<file path="config.mk">
export PLATFORM = sky130hd
export DESIGN_NAME = parallel_port_status_polarity
export DESIGN_NICKNAME = d
export VERILOG_FILES = /design/src/design/byte_slot.v /design/src/design/strobe_polarity.v /design/src/design/parallel_port_status_polarity.v
export VERILOG_INCLUDE_DIRS = /design/src /design/src/pkg
export SDC_FILE = /design/constraint.sdc
export NUM_CORES = 1
export LEC_CHECK = 0
export BUFFER_PORTS_ARGS = -buffer_cell sky130_fd_sc_hd__buf_2
export CAP_MARGIN = 20
export CORE_UTILIZATION = 60
export DETAILED_ROUTE_END_ITERATION = 16
export PLACE_DENSITY = 0.88
export SLEW_MARGIN = 20
export SYNTH_ARGS = -nofsm -noshare
export SYNTH_HDL_FRONTEND = slang
export SYNTH_SLANG_ARGS = --single-unit
</file>
<file path="constraint.sdc">
create_clock -name mclk -period 4.13 [get_ports mclk]
set_input_delay 0.2065 -clock mclk [delete_from_list [all_inputs] [get_ports mclk]]
set_output_delay 0.2065 -clock mclk [all_outputs]
set_load 0.01 [all_outputs]
</file>
<file path="src/pkg/port_status_regs.vh">
`ifndef PORT_STATUS_REGS_VH
`define PORT_STATUS_REGS_VH

// ------------------------------------------------------------
// Register offsets
// ------------------------------------------------------------
`define ADDR_CONTROL_POLARITY 4'h0
`define ADDR_BUFFER_STATUS 4'h1
`define ADDR_IRQ_STATUS 4'h2
`define ADDR_IRQ_MASK 4'h3
`define ADDR_IN_BUF0 4'h4
`define ADDR_OUT_BUF0 4'h8

// ------------------------------------------------------------
// Field positions
// ------------------------------------------------------------
`define BIT_IN_ALL_FULL 15
`define BIT_IN_OVERFLOW 14
`define BIT_IN_FULL_LO 8
`define BIT_OUT_ALL_EMPTY 7
`define BIT_OUT_UNDERFLOW 6
`define BIT_OUT_EMPTY_LO 0
`define BIT_BE_POL 2
`define BIT_WR_POL 1
`define BIT_RD_POL 0
`define IRQ_OVERFLOW 0
`define IRQ_UNDERFLOW 1

// ------------------------------------------------------------
// Reset values and mode codes
// ------------------------------------------------------------
`define RST_CONTROL_POLARITY 16'h0000
`define RST_IRQ_MASK 2'h0
`define MODE_MASTER1 2'h3

`endif

</file>
<file path="src/design/byte_slot.v">
`timescale 1ns/10ps
`include "port_status_regs.vh"

// One byte buffer with a presence flag.
// fill loads data and raises the flag, drain lowers it.
// A fill while the flag is up keeps the stored byte when keep_when_set is high.
module byte_slot #(
    parameter WIDTH = 8,
    parameter FLAG_RESET = 1'b0
) (
    input wire mclk,
    input wire rst,
    input wire fill,
    input wire drain,
    input wire [WIDTH-1:0] fill_data,
    input wire keep_when_set,
    output reg [WIDTH-1:0] data_ff,
    output reg flag_ff
);
    wire take;

    assign take = fill & ~(keep_when_set & flag_ff);

    always @(posedge mclk) begin
        if (rst) begin
            data_ff <= {WIDTH{1'b0}};
            flag_ff <= FLAG_RESET;
        end else begin
            if (take) begin
                data_ff <= fill_data;
            end
            if (fill) begin
                flag_ff <= 1'b1;
            end else if (drain) begin
                flag_ff <= 1'b0;
            end
        end
    end
endmodule

</file>
<file path="src/design/strobe_polarity.v">
`timescale 1ns/10ps
`include "port_status_regs.vh"

// Applies polarity settings to the strobe and byte-enable pins.
// A pin carrying an address line passes the address untouched.
module strobe_polarity (
    input wire [1:0] port_mode_select,
    input wire byte_enable_polarity,
    input wire write_polarity,
    input wire read_polarity,
    input wire be_active,
    input wire wr_active,
    input wire rd_active,
    input wire be_is_addr,
    input wire wr_is_addr,
    input wire rd_is_addr,
    input wire be_addr,
    input wire wr_addr,
    input wire rd_addr,
    output wire byte_enable_pin,
    output wire write_strobe_pin,
    output wire enable_strobe_pin,
    output wire read_strobe_pin,
    output wire wr_pin_level,
    output wire rd_pin_level
);
    wire master1;
    wire be_lvl;
    wire wr_lvl;
    wire rd_lvl;

    assign master1 = (port_mode_select == `MODE_MASTER1);
    assign be_lvl = byte_enable_polarity ? be_active : ~be_active;
    assign wr_lvl = write_polarity ? wr_active : ~wr_active;
    assign rd_lvl = read_polarity ? rd_active : ~rd_active;
    assign byte_enable_pin = be_is_addr ? be_addr : be_lvl;
    assign wr_pin_level = wr_is_addr ? wr_addr : wr_lvl;
    assign rd_pin_level = rd_is_addr ? rd_addr : rd_lvl;
    // master mode 1 uses enable strobe
    assign write_strobe_pin = master1 ? ~write_polarity : wr_pin_level;
    assign enable_strobe_pin = master1 ? wr_pin_level : ~write_polarity;
    assign read_strobe_pin = rd_pin_level;
endmodule

</file>
<file path="src/design/parallel_port_status_polarity.v">
`timescale 1ns/10ps
`include "port_status_regs.vh"

// Operation
// - Input all-full when every input buffer full
// - Write to full input sets overflow
// - Per input full flag, cleared by read
// - Output all-empty when every output empty
// - Read of empty output sets underflow
// - Per output empty flag, cleared by write
// - Unused status bits read zero
// - Byte enable polarity from setting
// - Write strobe polarity in slave/master2
// - Master mode 1 uses enable strobe
// - Read strobe polarity in slave/master2
// - Master mode 1 direction strobe polarity
// - Address pins ignore polarity settings
module parallel_port_status_polarity #(
    parameter NBUF = 4,
    parameter WIDTH = 8
) (
    input wire mclk,
    input wire rst,
    input wire [3:0] reg_addr,
    input wire [15:0] reg_wdata,
    input wire reg_wr,
    input wire reg_rd,
    output reg [15:0] reg_rdata_ff,
    input wire [1:0] port_mode_select,
    input wire [1:0] ext_sel,
    input wire ext_wr,
    input wire ext_rd,
    input wire [WIDTH-1:0] ext_wdata,
    output reg [WIDTH-1:0] ext_rdata_ff,
    input wire be_active,
    input wire wr_active,
    input wire rd_active,
    input wire be_is_addr,
    input wire wr_is_addr,
    input wire rd_is_addr,
    input wire be_addr,
    input wire wr_addr,
    input wire rd_addr,
    output wire byte_enable_pin,
    output wire write_strobe_pin,
    output wire enable_strobe_pin,
    output wire read_strobe_pin,
    output wire irq
);
    reg [2:0] control_ff;
    reg input_overflow_ff;
    reg output_underflow_ff;
    reg [1:0] irq_status_ff;
    reg [1:0] irq_mask_ff;
    reg [15:0] nxt_rdata;
    wire [NBUF-1:0] input_buffer_full_flags;
    wire [NBUF-1:0] output_buffer_empty_flags;
    wire [NBUF*WIDTH-1:0] in_data;
    wire [NBUF*WIDTH-1:0] out_data;
    wire input_all_full;
    wire output_all_empty;
    wire ovf_evt;
    wire unf_evt;
    wire [15:0] status_word;
    wire [1:0] events;
    wire [15:0] control_reset;
    wire wr_control;
    wire wr_status;
    wire wr_irq_status;
    wire wr_irq_mask;
    wire clr_overflow;
    wire clr_underflow;
    wire sel_in_full;
    wire sel_out_empty;
    wire [WIDTH-1:0] in_rd_byte;
    wire [WIDTH-1:0] out_rd_byte;
    wire [WIDTH-1:0] ext_rd_byte;
    wire [1:0] irq_pending;
    // Next-state values
    reg nxt_input_overflow;
    reg nxt_output_underflow;
    reg [1:0] nxt_irq_status;

    // ------------------------------------------------------------
    // Register decode
    // ------------------------------------------------------------
    // Upper bits of the reset word belong to unimplemented control bits
    assign control_reset = `RST_CONTROL_POLARITY;
    assign wr_control = reg_wr & (reg_addr == `ADDR_CONTROL_POLARITY);
    assign wr_status = reg_wr & (reg_addr == `ADDR_BUFFER_STATUS);
    assign wr_irq_status = reg_wr & (reg_addr == `ADDR_IRQ_STATUS);
    assign wr_irq_mask = reg_wr & (reg_addr == `ADDR_IRQ_MASK);
    // Writing zero clears a sticky flag and writing one keeps it,
    // so a read-modify-write of the status word keeps every flag that it read as set
    assign clr_overflow = wr_status & ~reg_wdata[`BIT_IN_OVERFLOW];
    assign clr_underflow = wr_status & ~reg_wdata[`BIT_OUT_UNDERFLOW];

    // ------------------------------------------------------------
    // Byte buffers
    // ------------------------------------------------------------
    // A host write that meets a software read of the same full buffer
    // is refused and counted as overflow; the flag stays up, so the
    // drained byte may be read a second time
    genvar g;
    generate
        for (g = 0; g < NBUF; g = g + 1) begin : buf_gen
            wire ext_hit_wr;
            wire ext_hit_rd;
            wire sw_rd_in;
            wire sw_wr_out;
            assign ext_hit_wr = ext_wr & (ext_sel == g);
            assign ext_hit_rd = ext_rd & (ext_sel == g);
            assign sw_rd_in = reg_rd & (reg_addr == `ADDR_IN_BUF0 + g);
            assign sw_wr_out = reg_wr & (reg_addr == `ADDR_OUT_BUF0 + g);
            // full flag set by host write, cleared by software read
            // full buffer keeps its byte on overflow
            byte_slot #(.WIDTH(WIDTH), .FLAG_RESET(1'b0)) in_slot (
                .mclk(mclk),
                .rst(rst),
                .fill(ext_hit_wr),
                .drain(sw_rd_in),
                .fill_data(ext_wdata),
                .keep_when_set(1'b1),
                .data_ff(in_data[g*WIDTH +: WIDTH]),
                .flag_ff(input_buffer_full_flags[g])
            );
            // empty flag cleared by software write, set when host reads
            // underflow read leaves flag set (fill of empty is idempotent)
            byte_slot #(.WIDTH(WIDTH), .FLAG_RESET(1'b1)) out_slot (
                .mclk(mclk),
                .rst(rst),
                .fill(ext_hit_rd),
                .drain(sw_wr_out),
                .fill_data({WIDTH{1'b0}}),
                .keep_when_set(1'b1),
                .data_ff(),
                .flag_ff(output_buffer_empty_flags[g])
            );
            reg [WIDTH-1:0] out_byte_ff;
            always @(posedge mclk) begin
                if (rst) begin
                    out_byte_ff <= {WIDTH{1'b0}};
                end else if (sw_wr_out) begin
                    out_byte_ff <= reg_wdata[WIDTH-1:0];
                end
            end
            assign out_data[g*WIDTH +: WIDTH] = out_byte_ff;
        end
    endgenerate

    // ------------------------------------------------------------
    // Status flags
    // ------------------------------------------------------------
    // aggregate input full
    assign input_all_full = &input_buffer_full_flags;
    assign output_all_empty = &output_buffer_empty_flags;
    // Flags of the buffer that the host addresses this cycle
    assign sel_in_full = input_buffer_full_flags[ext_sel];
    assign sel_out_empty = output_buffer_empty_flags[ext_sel];
    assign ovf_evt = ext_wr & sel_in_full;
    assign unf_evt = ext_rd & sel_out_empty;
    assign events = {unf_evt, ovf_evt};

    // Set wins over a software clear in the same cycle
    always @* begin
        nxt_input_overflow = input_overflow_ff;
        nxt_output_underflow = output_underflow_ff;
        if (ovf_evt) begin
            nxt_input_overflow = 1'b1;
        end else if (clr_overflow) begin
            nxt_input_overflow = 1'b0;
        end
        if (unf_evt) begin
            nxt_output_underflow = 1'b1;
        end else if (clr_underflow) begin
            nxt_output_underflow = 1'b0;
        end
    end

    always @(posedge mclk) begin
        if (rst) begin
            input_overflow_ff <= 1'b0;
            output_underflow_ff <= 1'b0;
        end else begin
            input_overflow_ff <= nxt_input_overflow;
            output_underflow_ff <= nxt_output_underflow;
        end
    end

    assign status_word[`BIT_IN_ALL_FULL] = input_all_full;
    assign status_word[`BIT_IN_OVERFLOW] = input_overflow_ff;
    assign status_word[13:12] = 2'b00;
    assign status_word[`BIT_IN_FULL_LO +: 4] = input_buffer_full_flags[3:0];
    assign status_word[`BIT_OUT_ALL_EMPTY] = output_all_empty;
    assign status_word[`BIT_OUT_UNDERFLOW] = output_underflow_ff;
    assign status_word[5:4] = 2'b00;
    assign status_word[`BIT_OUT_EMPTY_LO +: 4] = output_buffer_empty_flags[3:0];

    // ------------------------------------------------------------
    // Control and interrupt registers
    // ------------------------------------------------------------
    always @(posedge mclk) begin
        if (rst) begin
            control_ff <= control_reset[2:0];
        end else if (wr_control) begin
            control_ff <= reg_wdata[2:0];
        end
    end

    always @(posedge mclk) begin
        if (rst) begin
            irq_mask_ff <= `RST_IRQ_MASK;
        end else if (wr_irq_mask) begin
            irq_mask_ff <= reg_wdata[1:0];
        end
    end

    // ------------------------------------------------------------
    // Interrupt status
    // ------------------------------------------------------------
    // Write-one-to-clear; a new event in the same cycle survives
    always @* begin
        if (wr_irq_status) begin
            nxt_irq_status = (irq_status_ff & ~reg_wdata[1:0]) | events;
        end else begin
            nxt_irq_status = irq_status_ff | events;
        end
    end

    always @(posedge mclk) begin
        if (rst) begin
            irq_status_ff <= 2'h0;
        end else begin
            irq_status_ff <= nxt_irq_status;
        end
    end

    // Level output, so an event that waited masked fires once unmasked
    assign irq_pending = irq_status_ff & irq_mask_ff;
    assign irq = |irq_pending;

    // ------------------------------------------------------------
    // Read path
    // ------------------------------------------------------------
    // Buffer bytes picked by the low index bits for a register read
    assign in_rd_byte = in_data[reg_addr[1:0]*WIDTH +: WIDTH];
    assign out_rd_byte = out_data[reg_addr[1:0]*WIDTH +: WIDTH];
    // The host read returns the stored byte even on underflow
    assign ext_rd_byte = out_data[ext_sel*WIDTH +: WIDTH];

    always @* begin
        nxt_rdata = 16'h0000;
        case (reg_addr)
            `ADDR_CONTROL_POLARITY: nxt_rdata = {13'h0000, control_ff};
            `ADDR_BUFFER_STATUS: nxt_rdata = status_word;
            `ADDR_IRQ_STATUS: nxt_rdata = {14'h0000, irq_status_ff};
            `ADDR_IRQ_MASK: nxt_rdata = {14'h0000, irq_mask_ff};
            4'h4, 4'h5, 4'h6, 4'h7:
                nxt_rdata = {{(16-WIDTH){1'b0}}, in_rd_byte};
            4'h8, 4'h9, 4'hA, 4'hB:
                nxt_rdata = {{(16-WIDTH){1'b0}}, out_rd_byte};
            // Unmapped indices read zero and ignore writes
            default: nxt_rdata = 16'h0000;
        endcase
    end

    // Read data is zero between reads, so a stale word never looks valid
    always @(posedge mclk) begin
        if (rst) begin
            reg_rdata_ff <= 16'h0000;
        end else begin
            reg_rdata_ff <= reg_rd ? nxt_rdata : 16'h0000;
        end
    end

    always @(posedge mclk) begin
        if (rst) begin
            ext_rdata_ff <= {WIDTH{1'b0}};
        end else if (ext_rd) begin
            ext_rdata_ff <= ext_rd_byte;
        end
    end

    // ------------------------------------------------------------
    // Pin polarity
    // ------------------------------------------------------------
    // Pins stay combinational: a polarity change reaches them in the
    // cycle after the control write, with no stage in the strobe path
    strobe_polarity pol (
        .port_mode_select(port_mode_select),
        .byte_enable_polarity(control_ff[`BIT_BE_POL]),
        .write_polarity(control_ff[`BIT_WR_POL]),
        .read_polarity(control_ff[`BIT_RD_POL]),
        .be_active(be_active),
        .wr_active(wr_active),
        .rd_active(rd_active),
        .be_is_addr(be_is_addr),
        .wr_is_addr(wr_is_addr),
        .rd_is_addr(rd_is_addr),
        .be_addr(be_addr),
        .wr_addr(wr_addr),
        .rd_addr(rd_addr),
        .byte_enable_pin(byte_enable_pin),
        .write_strobe_pin(write_strobe_pin),
        .enable_strobe_pin(enable_strobe_pin),
        .read_strobe_pin(read_strobe_pin),
        .wr_pin_level(),
        .rd_pin_level()
    );
endmodule

</file>
* After elaboration in Yosys (flattened, before gate mapping)
Index checks and enable logic that the tools add are counted.
** Word-level totals
- Bits in registers :: 105
- Input port bits :: 47
- Output and inout bits :: 29
- Word-level logic and storage cells :: 130
** Cells by class
- $lt $le $gt $ge :: 1
- Equality and inequality tests :: 15
- Shift-type cells :: 3
- Muxes and demuxes :: 26
- Bitwise operators :: 44
- Reductions and logical operators :: 18
** Operator list (number)
- $pmux W16 S6 :: 1
- $shiftx A32 B6 Y8 :: 3
- $and A1 B1 Y1 :: 28
- $mux W1 :: 22
- $eq A4 B3 Y1 const B :: 4
- $eq A4 B4 Y1 const B :: 4
- $reduce_bool A2 Y1 :: 6
- $reduce_or A2 Y1 :: 6
- $not A1 Y1 :: 11
- $eq A4 B2 Y1 const B :: 2
- $reduce_and A4 Y1 :: 2
- $reduce_or A4 Y1 :: 2
- $eq A2 B2 Y1 const B :: 3
- $and A2 B2 Y2 :: 2
- $bmux W1 S2 :: 2
- $eq A4 B1 Y1 const B :: 1
- $logic_not A4 Y1 :: 1
- $or A2 B2 Y2 :: 2
- $lt A2 B3 Y1 const B :: 1
- $eq A2 B1 Y1 const B :: 1
- $logic_not A2 Y1 :: 1
- $mux W2 :: 1
- $not A2 Y2 :: 1

* Depth between registers and ports, before layout
- Word-level depth :: 5
- Depth in mapped cells :: 7
- Gate-level depth less buffers :: 5

* Modules after synthesis
A second synthesis with hierarchy kept.
** Unflattened totals
- Cell total of the unflattened synthesis :: 682
- Area, all modules :: 6687.7 µm²
** Modules (own cells, without submodules)
- parallel_port_status_polarity :: instances 1, cells an instance 351, area each 3318.2 µm², seq. area each 1261.2 µm²
- byte_slot at buf_gen[0].in_slot ... :: instances 4, cells an instance 39, area each 409.1 µm², seq. area each 180.2 µm²
- byte_slot at buf_gen[0].out_slot ... :: instances 4, cells an instance 39, area each 406.6 µm², seq. area each 180.2 µm²
- strobe_polarity :: instances 1, cells an instance 19, area each 106.4 µm², seq. area each 0.0 µm²

* Least setup slack after synthesis
OpenSTA, ideal clock, no wires.
- Path kind :: input to register
- Start :: in reg_addr[2]
- End :: reg reg_rdata_ff[6]
- Library setup time :: 114 ps
- Data arrival time :: 1421 ps
- Required time :: 4016 ps
- Slack :: 2594 ps
- Stages on the path :: 6
- Path buffers :: 1
- Path through :: inv_1 -> ha_1 -> buf_6 -> mux4_2 -> mux2i_1 -> a2bb2o_4
** Between the ends
- Cells in the longest elaborated chain, start to end :: 3
- Elaborated cells on any way between the ends :: 15
- Classes of those cells :: eq/ne: 11; mux: 1; reduce/logical: 3
** Ends and longest elaborated chain
- start, declared :: line parallel_port_status_polarity.v:24 : input wire [3:0] reg_addr,
- $eq A4 B4 Y1 / $eq A4 B3 Y1 (equally long branches) :: line parallel_port_status_polarity.v:253 : case (reg_addr)
- $reduce_or A4 Y1 :: line parallel_port_status_polarity.v:253
- $pmux W16 S6 * :: line parallel_port_status_polarity.v:253
- end signal, assigned :: line parallel_port_status_polarity.v:272 : reg_rdata_ff <= reg_rd ? nxt_rdata : 16'h0000;
- end, declared :: line parallel_port_status_polarity.v:28 : output reg [15:0] reg_rdata_ff,
Every way passes the cells marked *; elsewhere a longest branch is shown, timed or not.
A chain may end at the register's enable or synchronous reset.

* Final worst setup path
- Start :: reg buf_gen[1].in_slot.flag_ff
- End :: reg buf_gen[1].in_slot.data_ff[5]
** Between the ends
- Cells in the longest elaborated chain, start to end :: 2
** Ends and longest elaborated chain
- start, declared :: line byte_slot.v:18 : output reg flag_ff
- start signal, assigned :: line byte_slot.v:27 : flag_ff <= FLAG_RESET;
- start signal, assigned :: line byte_slot.v:33 : flag_ff <= 1'b1;
- start signal, assigned :: line byte_slot.v:35 : flag_ff <= 1'b0;
- $not A1 Y1 :: line byte_slot.v:22 : assign take = fill & ~(keep_when_set & flag_ff);
- $and A1 B1 Y1 :: line byte_slot.v:22
- end signal, assigned :: line byte_slot.v:26 : data_ff <= {WIDTH{1'b0}};
- end signal, assigned :: line byte_slot.v:30 : data_ff <= fill_data;
- end, declared :: line byte_slot.v:17 : output reg [WIDTH-1:0] data_ff,
Every way passes these cells.

==> impl_metrics.py <==
metrics = {
    "power": {
        "clockPowerShare": 0.336,
        "power_mw": 1.84,
        "ir_drop_mv": 0.217,
        "p_sw_frac": 0.281,
        "p_leak_nw": 2.08,
        "pwr-share-comb": 0.104,
        "p_seq_frac": 0.560,
        "internal_power_mw": 1.32,
        "powerDensity_nw_per_um2": 351,
        "power.switching_mw": 0.516,
    },
    "setup_path": {
        "cp_data_arrival_time_ps": 1970,
        "crit_path_end_kind": "register",
        "crit_type": "reg2reg",
        "startpoint_type": "register",
        "cp_max_fo": 8,
        "required_ps": 4390,
    },
    "synthesis": {
        "yosys_warnings": 0,
        "yosys.cell_types.count": 43,
        "ys_ff_latch": 103,
        "syn_inst": 482,
        "synth_edf_count": 0,
        "ys_async_sr_fraction": 0,
        "synth_area_per_cell_um2": 9.84,
        "syn-cell-area_um2": 4740,
        "ys_seq_area_frac": 0.435,
        "ys.flop_type": "dfxtp_1",
    },
    "route": {
        "drt-initial-drc-count": 490,
        "routedWlPerCell_um": 19.2,
        "drtAntennaViolNets": 0,
        "drc": 0,
        "dr_wl_met2_mm": 5.93,
        "dr.pass1.iters": 5,
        "viasPerCell": 6.24,
        "routed_wl_mm": 12.1,
        "vias": 3944,
        "top_layer": "met4",
        "drt-met1-wl_mm": 4.74,
        "wl_met3_mm": 1.04,
    },
    "sta": {
        "skew_ps": 15.4,
        "worst_pin_slew_ps": 1050,
        "slew_headroom": 0.288,
        "drv_slew": 0,
        "hold_viol": 0,
        "rsz0062_at_grt": "no",
        "setup_violations": 0,
        "min_period_ps": 1710,
        "finalCritPeriodShare": 0.414,
        "fmax_mhz": 584,
        "fin_tns_setup_ps": 0,
    },
    "layout": {
        "antenna_cells": 0,
        "area_delta_synth_final_pct": 10.4,
        "fillerInstances": 596,
        "fin_nets": 577,
        "drive_above_1_share": 0.217,
    },
    "place": {
        "hpwl_mm": 7.99,
        "place_congestion": 0.856,
        "io_buffers": 66,
    },
    "clocking": {
        "cts_setup_buffers": 0,
        "cts.htree.levels": 3,
        "post_cts_resized": 0,
        "cts_buffers": 9,
        "cts.sinks": 103,
        "cts_buffer_depth": 2,
        "clk_pin_slew_ps": 110,
        "cts_hold_buffers": 0,
        "cts_tree": "yes",
        "clock_latency_ps": 390,
        "root_buffer": "clkbuf_8",
    },
    "global_route": {
        "grt_start_max_net_pins": 57,
        "overflow": 0,
        "antenna_found_initial": 0,
        "grt_pass1_wl_mm": 19.3,
        "grt.total_usage": 0.306,
        "grt_pass1_vias": 3759,
    },
    "outcome": {
        "outcome": "finished clean",
    },
    "job": {
        "max_cap_violations": 0,
    },
    "floorplan": {
        "die_y_um": 90.9,
        "die_w_um": 90.9,
        "placementRows": 32,
        "dieArea_um2": 8260,
        "core_area_um2": 7690,
        "ios": 76,
        "initial_core_util": 0.617,
    },
    "worst_hold_path": {
        "hp-class": "in2reg",
    },
}
[cell usage after synthesis, drive strengths merged (3+ instances only)]
cell / n / area (um2)
a21oi: 58 / 290
a221o: 4 / 40.0
and2: 6 / 37.5
and3b: 3 / 26.3
and4b: 4 / 40.0
buf: 23 / 139
clkbuf: 14 / 52.6
dfxtp: 103 / 2060
ha: 5 / 62.6
inv: 6 / 22.5
mux2i: 38 / 380
mux4: 28 / 649
nand2: 105 / 394
nand3: 5 / 25.0
nand4: 3 / 25.0
nand4b: 5 / 65.1
nor2: 33 / 124
o21ai: 13 / 65.1
[worst max-delay path, stage by stage (launching register included)]
cell      delay [ps]
dfxtp_1          370
nor4bb_4         850
mux2i_1          300
nor2_1            70
[power by group through the flow]
stage | sequential (mW) | clock [mW] | combinational (mW)
after global placement | 1.05 | 0 | 0.180
final | 1.03 | 0.618 | 0.192
after CTS | 1.03 | 0.616 | 0.189
after global routing | 1.03 | 0.653 | 0.206
after floorplan | 1.05 | 0 | 0.129
after detailed placement | 1.05 | 0 | 0.187
[registers in the layout, summed over array words and instances (netlist names)]
name and count:
input_overflow_ff 1, buf_gen.out_slot.flag_ff 4, irq_mask_ff 2, irq_status_ff 2, buf_gen.in_slot.flag_ff 4, output_underflow_ff 1
reg_rdata_ff 14, buf_gen.in_slot.data_ff 32, ext_rdata_ff 8, buf_gen.out_byte_ff 32, control_ff 3
[path summary, 6_finish.rpt]
| path | from | to | slack, ps | cells after the start |
|---|---|---|---|---|
| setup / recovery | buf_gen[1].in_slot.flag_ff | buf_gen[1].in_slot.data_ff[5] | 2420 | 3 |
| hold / removal | reg_wdata[5] | buf_gen[3].out_byte_ff[5] | 80 | 3 |
| setup reg to reg | buf_gen[1].in_slot.flag_ff | buf_gen[1].in_slot.data_ff[5] | 2420 | 3 |
| hold reg to reg | input_overflow_ff | reg_rdata_ff[14] | 450 | 1 |
[cell usage in the layout, fill, tap and decap left out, types with 6 or more instances in the layout]
cell | netlist | routed
clkbuf_8 | 0 | 9
buf_2 | 15 | 66
o21ai_0 | 8 | 8
dfxtp_1 | 103 | 103
and2_1 | 6 | 6
nor2_1 | 33 | 33
nand2_1 | 105 | 105
inv_1 | 6 | 6
a21oi_1 | 58 | 58
mux2i_1 | 38 | 38
mux4_2 | 23 | 23
[through the flow]
stage	hold WS [ps]	cells	utilization	cell area, um2	setup WS [ps]
floorplan	342	483	-	4750	2590
finish	80.5	632	0.681	5240	2420
global route	91.0	632	0.681	5240	2280
global placement	428	616	0.657	5050	2110
CTS	81.3	632	0.681	5240	2420
detailed placement	435	616	0.657	5050	2050
[logic make-up after synthesis]
logic type | share of synthesized area
AND/OR/NAND/NOR | 0.190
multiplexers | 0.217
flip-flops | 0.435
other | 0.000791
AO/OA/AOI/OAI | 0.0955
XOR/XNOR | 0.00369
buffers and inverters | 0.0451
adder cells (fa/ha/maj) | 0.0132
[layout make-up]
cell class,count,area (um2),share of cell area
Sequential cell,103,2060,0.394
Clock inverter,7,62.6,0.0119
Clock buffer,9,124,0.0237
Timing Repair Buffer,68,345,0.0659
Tap cell,102,128,0.0244
Inverter,6,22.5,0.00430
Multi-Input combinational cell,337,2490,0.476
[per-layer routing]
metal  global-route usage  up-vias
met4                0.152        0
met5                    0        -
met2                0.505      215
met3               0.0724       31
li1                     -     1787
met1                0.377     1911
No activity file was read; power rests on OpenSTA's default activity.
